<file path="src/pss_pkg.sv">
// Package of timing constants and enumerations for the switch sequencer
package pss_pkg;
   localparam int unsigned CLOCK_HZ = 25000000;
   localparam int unsigned TIMER_W = 32;
   // Target period of the A option, 65 kHz
   localparam int unsigned TARGET_PERIOD_NS = 15385;
   localparam int unsigned TARGET_PERIOD_CYC = TARGET_PERIOD_NS * 25 / 1000;
   localparam int unsigned STARTUP_TIMEOUT_MS = 100;
   localparam int unsigned STARTUP_TIMEOUT_CYC = STARTUP_TIMEOUT_MS * (CLOCK_HZ / 1000);
   localparam int unsigned LINE_LOSS_MS = 64;
   localparam int unsigned LINE_LOSS_CYC = LINE_LOSS_MS * (CLOCK_HZ / 1000);
   localparam int unsigned SOFT_START_MS = 130;
   localparam int unsigned SOFT_START_CYC = SOFT_START_MS * (CLOCK_HZ / 1000);
   // Debounce is a least time, rounded up
   localparam int unsigned IDLE_DEBOUNCE_NS = 1800;
   localparam int unsigned IDLE_DEBOUNCE_CYC = (IDLE_DEBOUNCE_NS * 25 + 999) / 1000;
   localparam int unsigned RAMP_W = 8;
   localparam logic [7:0] RAMP_FULL = 8'hFF;

   typedef enum logic [4:0] {
      PSS_OFF     = 5'h01,
      PSS_CHARGE  = 5'h02,
      PSS_ON_TIME = 5'h04,
      PSS_OFF_TIME= 5'h08,
      PSS_PAUSE   = 5'h10
   } pss_phase_e;
endpackage : pss_pkg

</file>
<file path="src/pss_if.sv">
// Interface between the sequencer and its debounce filter
`timescale 1ns/100ps
interface pss_filt_if;
   logic raw;
   logic clean;
   modport owner (output raw, input clean);
   modport filter (input raw, output clean);
endinterface : pss_filt_if

</file>
<file path="src/pss_debounce.sv">
// Debounce filter: output follows input after a stable run
`timescale 1ns/100ps
module pss_debounce #(
   parameter int unsigned STABLE_CYC = 45
) (
   input  wire logic   clock,
   input  wire logic   rst_n,
   pss_filt_if.filter  port_f
);
   logic [7:0] count;
   logic [7:0] next_count;
   logic       next_clean;
   logic       clean_q;

   assign port_f.clean = clean_q;

   always_comb begin
      next_count = 8'h00;
      next_clean = clean_q;
      if (port_f.raw != clean_q) begin
         next_count = count + 8'h01;
         if (count == 8'(STABLE_CYC - 1)) begin
            next_clean = port_f.raw;
            next_count = 8'h00;
         end
      end
   end

   always_ff @(posedge clock or negedge rst_n) begin
      if (!rst_n) begin
         count   <= 8'h00;
         clean_q <= 1'b0;
      end else begin
         count   <= next_count;
         clean_q <= next_clean;
      end
   end

   // Glitch shorter than the window never moves the output
   short_glitch_a: assert property (@(posedge clock) disable iff (!rst_n)
      $changed(clean_q) |-> $past(port_f.raw, 1) == clean_q)
      else $error("debounce output moved without a stable input");
endmodule : pss_debounce

</file>
<file path="src/pss_sequencer.sv">
// Switch sequencer top: gate timing, startup supply, line discharge, soft-start, burst and idle
`timescale 1ns/100ps
module pss_sequencer #(
   parameter int unsigned STARTUP_TIMEOUT_CYC = pss_pkg::STARTUP_TIMEOUT_CYC,
   parameter int unsigned LINE_LOSS_CYC       = pss_pkg::LINE_LOSS_CYC,
   parameter int unsigned SOFT_START_CYC      = pss_pkg::SOFT_START_CYC
) (
   input  wire logic             clock,
   input  wire logic             rst_n,
   input  wire logic             current_ref_reached,
   input  wire logic             peak_limit_comparator,
   input  wire logic             line_above_start,
   input  wire logic             line_above_safe,
   input  wire logic             line_loss_detected,
   input  wire logic             supply_above_short,
   input  wire logic             supply_at_turn_on,
   input  wire logic             supply_at_turn_off,
   input  wire logic             supply_near_turn_off,
   input  wire logic             feedback_above_release,
   input  wire logic             feedback_below_idle,
   input  wire logic             feedback_above_idle_exit,
   input  wire logic             feedback_at_reference,
   input  wire logic             comp_below_burst_stop,
   input  wire logic             comp_above_burst_restart,
   output logic                  gate_drive_out,
   output logic                  startup_source_on,
   output logic                  startup_source_reduced,
   output logic                  discharge_on,
   output logic [7:0]            peak_limit_level,
   output logic                  external_idle_mode,
   output logic                  error_amp_on,
   output logic                  comp_high_z,
   output logic                  feedback_pullup_weak,
   output logic                  feedback_pullup_strong,
   output logic                  low_power
);
   // ------------------------------------------------------------
   // Input synchronisers
   // ------------------------------------------------------------
   localparam int unsigned NIN = 15;
   logic [NIN-1:0] raw_in;
   logic [NIN-1:0] sync_a;
   logic [NIN-1:0] sync_b;
   assign raw_in = {current_ref_reached, peak_limit_comparator, line_above_start, line_above_safe,
                    line_loss_detected, supply_above_short, supply_at_turn_on, supply_at_turn_off,
                    supply_near_turn_off, feedback_above_release, feedback_below_idle,
                    feedback_above_idle_exit, feedback_at_reference, comp_below_burst_stop,
                    comp_above_burst_restart};

   genvar gi;
   generate
      for (gi = 0; gi < NIN; gi++) begin : g_sync
         always_ff @(posedge clock or negedge rst_n) begin
            if (!rst_n) begin
               sync_a[gi] <= 1'b0;
               sync_b[gi] <= 1'b0;
            end else begin
               sync_a[gi] <= raw_in[gi];
               sync_b[gi] <= sync_a[gi];
            end
         end
      end
   endgenerate

   logic s_ref, s_ocp, s_lstart, s_lsafe, s_lloss, s_vshort, s_von, s_voff, s_vnear;
   logic s_fbrel, s_fbidle, s_fbexit, s_fbref, s_cstop, s_crest;
   assign {s_ref, s_ocp, s_lstart, s_lsafe, s_lloss, s_vshort, s_von, s_voff, s_vnear,
           s_fbrel, s_fbidle, s_fbexit, s_fbref, s_cstop, s_crest} = sync_b;

   // ------------------------------------------------------------
   // Idle debounce
   // ------------------------------------------------------------
   logic        idle_state;
   pss_filt_if idle_f ();
   assign idle_f.raw = idle_state ? !s_fbexit : s_fbidle;
   pss_debounce #(.STABLE_CYC(pss_pkg::IDLE_DEBOUNCE_CYC)) u_idle_db (
      .clock (clock),
      .rst_n (rst_n),
      .port_f(idle_f)
   );

   // ------------------------------------------------------------
   // Sequencer state
   // ------------------------------------------------------------
   pss_pkg::pss_phase_e phase, next_phase;
   logic [31:0] on_cnt, next_on_cnt;
   logic [31:0] off_cnt, next_off_cnt;
   logic [31:0] off_limit, next_off_limit;
   logic [31:0] tout_cnt, next_tout_cnt;
   logic [31:0] loss_cnt, next_loss_cnt;
   logic [31:0] ss_cnt, next_ss_cnt;
   logic        burst, next_burst;
   logic        next_idle_state;
   logic        boost_pull, next_boost_pull;
   logic        hv_run, next_hv_run;
   logic        recharge, next_recharge;
   logic        disch, next_disch;
   logic        ss_done;
   logic        running;

   assign running = (phase == pss_pkg::PSS_ON_TIME) || (phase == pss_pkg::PSS_OFF_TIME)
                    || (phase == pss_pkg::PSS_PAUSE);
   assign ss_done = (ss_cnt >= SOFT_START_CYC);

   always_comb begin
      next_phase      = phase;
      next_on_cnt     = on_cnt;
      next_off_cnt    = off_cnt;
      next_off_limit  = off_limit;
      next_tout_cnt   = tout_cnt;
      next_loss_cnt   = 32'h00000000;
      next_ss_cnt     = ss_cnt;
      next_burst      = burst;
      next_idle_state = idle_state;
      next_boost_pull = boost_pull;
      next_hv_run     = hv_run;
      next_recharge   = recharge;
      next_disch      = disch;

      if (s_lloss && !disch) begin
         next_loss_cnt = loss_cnt + 32'h00000001;
         if (loss_cnt >= LINE_LOSS_CYC - 1) begin
            next_disch = 1'b1;
         end
      end
      if (disch && !s_lsafe) begin
         next_disch = 1'b0;
      end

      if (running && !ss_done) begin
         next_ss_cnt = ss_cnt + 32'h00000001;
      end

      if (running && hv_run) begin
         next_tout_cnt = tout_cnt + 32'h00000001;
         if (s_fbrel) begin
            next_hv_run = 1'b0;
         end
         if (tout_cnt >= STARTUP_TIMEOUT_CYC - 1) begin
            next_hv_run = 1'b0;
         end
      end

      // idle recharge between levels, set wins over clear
      if (recharge && s_von) begin
         next_recharge = 1'b0;
      end
      if (idle_state && s_vnear) begin
         next_recharge = 1'b1;
      end

      if (running && !idle_state && idle_f.clean) begin
         next_idle_state = 1'b1;
         next_boost_pull = 1'b0;
      end
      if (boost_pull && s_fbref) begin
         next_boost_pull = 1'b0;
      end
      // strong pull-up after exit threshold, set wins
      if (idle_state && s_fbexit) begin
         next_boost_pull = 1'b1;
      end
      if (idle_state && !idle_f.clean) begin
         next_idle_state = 1'b0;
      end

      if (s_cstop) begin
         next_burst = 1'b1;
      end
      if (burst && s_crest) begin
         next_burst = 1'b0;
      end

      case (phase)
         pss_pkg::PSS_OFF: begin
            if (s_lstart) begin
               next_phase = pss_pkg::PSS_CHARGE;
            end
         end
         pss_pkg::PSS_CHARGE: begin
            if (s_von) begin
               next_phase    = pss_pkg::PSS_PAUSE;
               next_hv_run   = 1'b1;
               next_tout_cnt = 32'h00000000;
               next_ss_cnt   = 32'h00000000;
            end
         end
         pss_pkg::PSS_ON_TIME: begin
            next_on_cnt = on_cnt + 32'h00000001;
            // end on-time at reference; or at peak limit, also while the limit ramps
            if (s_ref || s_ocp || on_cnt >= pss_pkg::TARGET_PERIOD_CYC - 1) begin
               next_phase   = pss_pkg::PSS_OFF_TIME;
               next_off_cnt = 32'h00000000;
               next_off_limit = (on_cnt + 32'h00000001 >= pss_pkg::TARGET_PERIOD_CYC) ? 32'h00000001
                                : pss_pkg::TARGET_PERIOD_CYC - (on_cnt + 32'h00000001);
            end
         end
         pss_pkg::PSS_OFF_TIME: begin
            next_off_cnt = off_cnt + 32'h00000001;
            if (burst || idle_state) begin
               next_phase = pss_pkg::PSS_PAUSE;
            end else if (off_cnt + 32'h00000001 >= off_limit) begin
               next_phase  = pss_pkg::PSS_ON_TIME;
               next_on_cnt = 32'h00000000;
            end
         end
         pss_pkg::PSS_PAUSE: begin
            if (!burst && !idle_state && !next_burst) begin
               next_phase  = pss_pkg::PSS_ON_TIME;
               next_on_cnt = 32'h00000000;
            end
         end
         default: next_phase = pss_pkg::PSS_OFF;
      endcase

      // shutdown at turn-off, recharge and restart; clear modes
      if (running && s_voff) begin
         next_phase      = pss_pkg::PSS_CHARGE;
         next_burst      = 1'b0;
         next_idle_state = 1'b0;
         next_boost_pull = 1'b0;
         next_hv_run     = 1'b0;
         next_recharge   = 1'b0;
      end
   end

   always_ff @(posedge clock or negedge rst_n) begin
      if (!rst_n) begin
         phase      <= pss_pkg::PSS_OFF;
         on_cnt     <= 32'h00000000;
         off_cnt    <= 32'h00000000;
         off_limit  <= 32'h00000001;
         tout_cnt   <= 32'h00000000;
         loss_cnt   <= 32'h00000000;
         ss_cnt     <= 32'h00000000;
         burst      <= 1'b0;
         idle_state <= 1'b0;
         boost_pull <= 1'b0;
         hv_run     <= 1'b0;
         recharge   <= 1'b0;
         disch      <= 1'b0;
      end else begin
         phase      <= next_phase;
         on_cnt     <= next_on_cnt;
         off_cnt    <= next_off_cnt;
         off_limit  <= next_off_limit;
         tout_cnt   <= next_tout_cnt;
         loss_cnt   <= next_loss_cnt;
         ss_cnt     <= next_ss_cnt;
         burst      <= next_burst;
         idle_state <= next_idle_state;
         boost_pull <= next_boost_pull;
         hv_run     <= next_hv_run;
         recharge   <= next_recharge;
         disch      <= next_disch;
      end
   end

   // ------------------------------------------------------------
   // Outputs
   // ------------------------------------------------------------
   logic [39:0] ramp_prod;
   assign ramp_prod = 40'(ss_cnt) * 40'(pss_pkg::RAMP_FULL);
   assign gate_drive_out = (phase == pss_pkg::PSS_ON_TIME);
   // source on in charge phase, plus hold and recharge
   assign startup_source_on = (phase == pss_pkg::PSS_CHARGE && s_lstart) || hv_run || recharge;
   // reduced current into a shorted supply
   assign startup_source_reduced = startup_source_on && !s_vshort;
   assign discharge_on = disch;
   assign peak_limit_level = !running ? 8'h00 : ss_done ? pss_pkg::RAMP_FULL
                             : 8'(ramp_prod / 40'(SOFT_START_CYC));
   assign external_idle_mode = idle_state;
   assign error_amp_on = running && !idle_state;
   assign comp_high_z = idle_state;
   assign feedback_pullup_weak = idle_state && !boost_pull;
   assign feedback_pullup_strong = boost_pull;
   assign low_power = burst || idle_state || !running;

   // ------------------------------------------------------------
   // Checks
   // ------------------------------------------------------------
   gate_ends_ref_a: assert property (@(posedge clock) disable iff (!rst_n)
      (gate_drive_out && s_ref) |=> !gate_drive_out)
      else $error("gate stayed high after reference reached");
   off_restart_a: assert property (@(posedge clock) disable iff (!rst_n)
      (phase == pss_pkg::PSS_OFF_TIME && off_cnt + 32'h00000001 >= off_limit && !burst && !idle_state
       && !s_voff) |=> gate_drive_out)
      else $error("gate did not return at off limit");
   period_sum_a: assert property (@(posedge clock) disable iff (!rst_n)
      $fell(gate_drive_out) && phase == pss_pkg::PSS_OFF_TIME && $past(on_cnt) < pss_pkg::TARGET_PERIOD_CYC - 1 |->
      off_limit + $past(on_cnt) + 32'h00000001 == pss_pkg::TARGET_PERIOD_CYC)
      else $error("off limit not period minus on-time");
   start_level_a: assert property (@(posedge clock) disable iff (!rst_n)
      (phase == pss_pkg::PSS_CHARGE && !s_von) |=> !gate_drive_out)
      else $error("switching before turn-on level");
   timeout_off_a: assert property (@(posedge clock) disable iff (!rst_n)
      (tout_cnt >= STARTUP_TIMEOUT_CYC) |-> !hv_run)
      else $error("startup source past timeout");
   discharge_go_a: assert property (@(posedge clock) disable iff (!rst_n)
      (!disch && s_lloss && loss_cnt == LINE_LOSS_CYC - 1) |=> disch)
      else $error("discharge not started after detect time");
   burst_finish_a: assert property (@(posedge clock) disable iff (!rst_n)
      (gate_drive_out && burst && !s_ref && !s_ocp && on_cnt < pss_pkg::TARGET_PERIOD_CYC - 2
       && !s_voff) |=> gate_drive_out)
      else $error("on-time cut by burst");
   shutdown_clear_a: assert property (@(posedge clock) disable iff (!rst_n)
      (running && s_voff) |=> (phase == pss_pkg::PSS_CHARGE && !burst && !idle_state))
      else $error("shutdown did not clear modes");
endmodule : pss_sequencer

</file>
<file path="config.mk">
export PLATFORM = sky130hd
export DESIGN_NAME = pss_sequencer
export DESIGN_NICKNAME = d
export VERILOG_FILES = /design/src/pss_pkg.sv /design/src/pss_if.sv /design/src/pss_debounce.sv /design/src/pss_sequencer.sv
export SDC_FILE = /design/constraint.sdc
export NUM_CORES = 1
export LEC_CHECK = 0
export BUFFER_PORTS_ARGS = -buffer_cell sky130_fd_sc_hd__buf_2
export CORE_MARGIN = 1
export CORE_UTILIZATION = 44
export CTS_BUF_LIST = sky130_fd_sc_hd__clkbuf_16
export DETAILED_ROUTE_END_ITERATION = 7
export PLACE_DENSITY = 0.66
export SETUP_SLACK_MARGIN = 0.4
export SLEW_MARGIN = 5
export SYNTH_ARGS = -nofsm -noshare
export SYNTH_HDL_FRONTEND = slang
export SYNTH_SLANG_ARGS = --single-unit
</file>
<file path="constraint.sdc">
create_clock -name clock -period 27.7 [get_ports clock]
set_input_delay 2.77 -clock clock [delete_from_list [all_inputs] [get_ports clock]]
set_output_delay 2.77 -clock clock [all_outputs]
set_load 0.02 [all_outputs]
</file>
Yosys cells after proc, flatten, opt, wreduce, memory -nomap -nowiden:

Index checks and enable logic that the tools add are counted.
Widths: inputs -> output; s select.

* $add $sub $neg: 7
* multipliers: 1
* div/mod/pow operators: 1
* magnitude comparators: 6
* equal/unequal tests: 16
* shift-type cells: 0
* muxes and demuxes: 49
* bitwise operators: 0
* reduce and logical (&&, ||, !) cells: 50

Operators with widths (number)
* $mux 32: 12
* $add 32x1->32 const B: 5
* $pmux 32 s3: 1
* $ge 32x22->1 const B: 2
* $ge 32x9->1 const B: 2
* $pmux 32 s2: 1
* $div 40x22->40 const B: 1
* $mul 32x8->40 const B: 1
* $mux 5: 7
* $ge 32x21->1 const B: 1
* $ge 32x32->1: 1
* $mux 8: 4
* $sub 9x32->32 const A: 1
* $pmux 5 s5: 1
* $mux 1: 23
* $logic_and 1x1->1: 18
* $logic_not 1->1: 11
* $reduce_bool 3->1: 3
* $add 8x1->8 const B: 1
* $eq 8x6->1 const B: 1
* $logic_or 1x1->1: 8
* $reduce_and 2->1: 4
* $ne 2x1->1 const B: 3
* $ne 3x1->1 const B: 2
* other kinds (13): 16

* flip-flop bits (word level): 242
* latch bits: 0
* RAM bits: 0
* ROM bits: 0
* logic and storage cells: 175
* memories kept: 0

Longest topological paths before layout:

* depth after elaboration: 9
* gate-level depth with buffers: 113
* mapped depth without buffers: 92

Hierarchy:

From an unflattened synthesis, not the netlist that was laid out.

* cells, all modules: 4394
* area, all modules: 34139.0 um^2

By module, submodules not included
* pss_sequencer: instances 1, cells an instance 4350, area an instance 33681.1 um^2, sequential area each 5833.1 um^2
* pss_debounce: instances 1, cells an instance 44, area an instance 457.9 um^2, sequential area each 225.2 um^2

Worst setup path before layout:

Ideal clock, no wire load.

* kind: register -> output
* from: register ss_cnt[4]
* to: output port peak_limit_level[0]
* data arrival time: 24.440 ns
* slack: 0.490 ns
* stages on the path, launching flop included: 105
* buffers on the path: 13
* cells stage by stage: dfrtp_1 > inv_1 > fa_1 > fa_1 > inv_1 > fa_1 > inv_1 > fa_1 > inv_1 > ha_1 > buf_6 > a21o_1 > a311o_1 > nand4_2 > a21oi_1 > or4_1 > and3_1 > buf_2 > (+69 left out) > nor4b_2 > o21ai_1 > o21ai_1 > a21oi_1 > o21ba_1 > o21ai_1 > clkbuf_1 > nand3_1 > a22oi_1 > xnor2_1 > nor2_1 > a2111oi_2 > o221ai_1 > nand2_1 > o21ai_0 > o32a_1 > o221ai_1 > a31o_1

* cells in the longest elaborated chain, start to end: 4
* elaborated cells between the ends (all ways): 5

RTL lines
* start: declaration: line pss_sequencer.sv:91 `logic [31:0] ss_cnt, next_ss_cnt;`
* start signal: assignment: line pss_sequencer.sv:249 `ss_cnt <= next_ss_cnt;`
* $mul 32x8->40: line pss_sequencer.sv:263 `assign ramp_prod = 40'(ss_cnt) * 40'(pss_pkg::RAMP_FULL);`
* $div 40x22->40: line pss_sequencer.sv:271 `: 8'(ramp_prod / 40'(SOFT_START_CYC));`
* $mux 8 * (2 in series): line pss_sequencer.sv:270 `assign peak_limit_level = !running ? 8'h00 : ss_done ? pss_pkg::RAMP_FULL`
* end: declaration: line pss_sequencer.sv:29 `output logic [7:0] peak_limit_level,`

Every way passes the cells marked *; elsewhere a longest branch is shown, timed or not.

Final worst setup path:

* from: register ss_cnt[18]
* to: output port peak_limit_level[0]

The elaborated chain is that of the path after synthesis.

==> results.yml <==
hold_path:
  worstHoldPathCells: 0
  whs_endpoint: "s_fbref"
  hold_class: "reg -> reg"
  min_from: "sync_a[2]"
clock_network:
  clock_latency_ns: 0.54
  clock_sink_count: 242
  root_buffer: "clkbuf_16"
  clock_path_buffers: 3
  clk_pin_slew_ns: 0.06
  htreeDepth: 1
  cts_hold_buf: 0
  tritoncts: "yes"
  cts_buffers: 26
synthesis:
  yosysWarnings: 0
  synthCells: 4297
  synth_top_area_share: 0.181
  synth_top_area_cell: "dfrtp_1"
  ys_types: 139
  yosysSeqAreaShare: 0.182
  synthMostInstantiatedCell: "nor2_1"
  yosys-top-cells-count: "nor2_1 (504), nand2_1 (401), inv_1 (311), o21ai_0 (285), xnor2_1 (243)"
  ys_ff_latch: 242
  synthArstFlopShare: 1.00
  synth_nets: 4607
  synth_area_per_cell_um2: 7.73
  syn_area_mm2: 0.0332
  synth_edf_count: 0
  yosys_most_used_dff: "dfrtp_1"
  yosys-top-cells-area: "dfrtp_1 (18%), fa_1 (9.0%), xnor2_1 (6.4%)"
drt:
  met1Wirelength_mm: 44.8
  vias: 35094
  totalWireLength_mm: 98.1
  drt_iter0_drc: 2325
  dr.pass1.iters: 6
  route.met2.wl_mm: 47.5
  via_per_inst: 5.60
  detail-route-antenna-nets: 0
  drc: 0
  routed.top_layer: "met4"
  wl_per_cell_um: 15.7
  wl_met3_mm: 3.81
power_and_ir_drop:
  p_leak_nw: 20.2
  power_mw: 1.42
  vdd_drop_max_uv: 63.1
  powerDensity_mw_per_mm2: 31.6
job:
  drv_cap: 0
sta:
  setup_viol: 1
  min_period_over_period: 1.01
  slew-limit-headroom: 0.288
  finalHoldViolations: 0
  rsz0062_at_grt: "true"
  setup_ws_ns: -0.272
  fmax_mhz: 35.8
  drv_slew: 0
  tightest_slew_ns: 1.07
  finClkSkew_ns: 0.0265
  layout_min_cycle_time_ns: 27.97
worst_setup_path:
  arrival_ns: 25.20
  r2r_start: "off_cnt[0]"
  worst_path_most_repeated_cell: "buf_4"
  required_ns: 24.93
  r2r_end: "on_cnt[13]"
  r2r_setup_slack_ns: 21.30
  critical_path_class: "reg -> out"
  crit_fanout: 8
  slowest_stage: "fa_2"
  rr_worst_depth: 24
  cp_slowest_stage_delay_ns: 0.57
  cp-end-kind: "output port"
  crit_family: "compound AO/OA/AOI/OAI gates"
  cp-start-kind: "flip-flop"
  cp_num_buf_inv: 23
run_status:
  violations: "negative setup slack"
  status: "finished with violations"
floorplanning:
  core_mm2: 0.0746
  ios: 35
  row_count: 100
  die_area_mm2: 0.0766
  die_y_um: 277
  die_x_um: 277
  start_util: 0.445
global_routing:
  overflow: 0
  grt_pass1_vias: 34365
  grt_max_degree: 129
  grt_pass1_wl_mm: 165
  grt_use_total: 0.248
  antenna_found_initial: 0
finish:
  syn2layout_area_growth_pct: 35.5
  final_area_mm2: 0.0450
  diodes: 0
  drive_above_1_share: 0.299
  fin_nets: 5586
place:
  dp_hpwl_mm: 75.0
  gp_congestion: 0.951
  io_buffers: 34
  dpl_cell_area_mm2: 0.0413
-- stage by stage --
stage	setup WS [ns]	utilization	std cells	hold slack, ns	setup TNS, ns
floorplan	0.490	-	4297	0.331	0
global placement	-0.154	0.553	6104	0.331	-0.154
detailed placement	-0.577	0.553	6104	0.335	-0.577
CTS	0.401	0.593	6237	0.349	0
global route	-1.36	0.603	6265	0.354	-1.94
finish	-0.272	0.603	6265	0.350	-0.272
-- worst max path at each step --
stage	startpoint	to	slack (ns)	cells past startpoint
floorplan	ss_cnt[4]	peak_limit_level[0]	0.49	104
global placement	ss_cnt[9]	peak_limit_level[0]	-0.15	103
detailed placement	ss_cnt[9]	peak_limit_level[0]	-0.58	105
CTS	ss_cnt[8]	peak_limit_level[0]	0.40	116
global route	ss_cnt[8]	peak_limit_level[0]	-1.36	117
finish	ss_cnt[18]	peak_limit_level[0]	-0.27	110
-- where the power goes --
group | switching [mW] | total, mW | internal (mW) | leakage [nW]
combinational | 0.360 | 0.639 | 0.279 | 16.5
clock | 0.147 | 0.394 | 0.247 | 0.469
sequential | 0.0168 | 0.389 | 0.372 | 3.26
total | 0.524 | 1.42 | 0.898 | 20.2
-- sequential cells by signal, summed over array words and instances (netlist names), 5 cells and up --
name             cells
phase                5
off_cnt             32
on_cnt              32
loss_cnt            32
ss_cnt              32
sync_a              15
off_limit           32
tout_cnt            32
u_idle_db.count      8
-- cell usage in the layout, fill, tap and decap left out, drive strengths merged, types with 20 or more instances in the layout --
| master | count |
|---|---|
| o22ai | 42 |
| buf | 1123 |
| a21o | 38 |
| inv | 315 |
| mux2i | 73 |
| nand2b | 33 |
| o221ai | 20 |
| o31ai | 44 |
| and3 | 90 |
| o2111ai | 20 |
| xor2 | 135 |
| nand4 | 57 |
| a21boi | 21 |
| a211oi | 54 |
| a22oi | 21 |
| nand2 | 402 |
| o21a | 37 |
| o21ai | 340 |
| nor4 | 27 |
| fa | 150 |
| xnor2 | 250 |
| and2 | 45 |
| ha | 143 |
| nor2b | 23 |
| or3 | 50 |
| nand3 | 143 |
| clkbuf | 26 |
| dfrtp | 240 |
| a31oi | 48 |
| nor2 | 508 |
| o211ai | 58 |
| nor3 | 115 |
| or2 | 37 |
| a21oi | 222 |
-- metal layers --
metal,track usage,vias to the layer above
met5,0,-
met4,0.0574,0
met3,0.0181,162
met2,0.430,814
met1,0.335,16810
li1,-,17308
-- area by class of cell --
class	instances	area [um2]
fill	6643	29600
multi-input combinational	3570	27000
timing repair buffer	1123	8520
sequential	242	6070
tap	969	1210
inverter	313	1170
clock buffer	26	651
clock inverter	22	335
-- timing repair --
action / in CTS / in global routing
setup endpoints to repair: 2 / 2
buffers inserted: 84 / 28
gates resized for setup: 287 / 107
pin swaps: 186 / 69
cloned: 1 / 0
-- kinds of logic (layout without fill, tap and decap cells) --
family,Yosys count,in the layout,share of synthesized area
buffers and inverters,485,1484,0.0576
AOI/OAI and AO/OA,1199,1199,0.251
xor gates and xnor gates,385,385,0.103
adders and majority gates,307,307,0.149
DFF,242,242,0.182
muxes,92,92,0.0294
and+or+nand+nor,1587,1587,0.228
No activity file was read; power rests on OpenSTA's default activity.
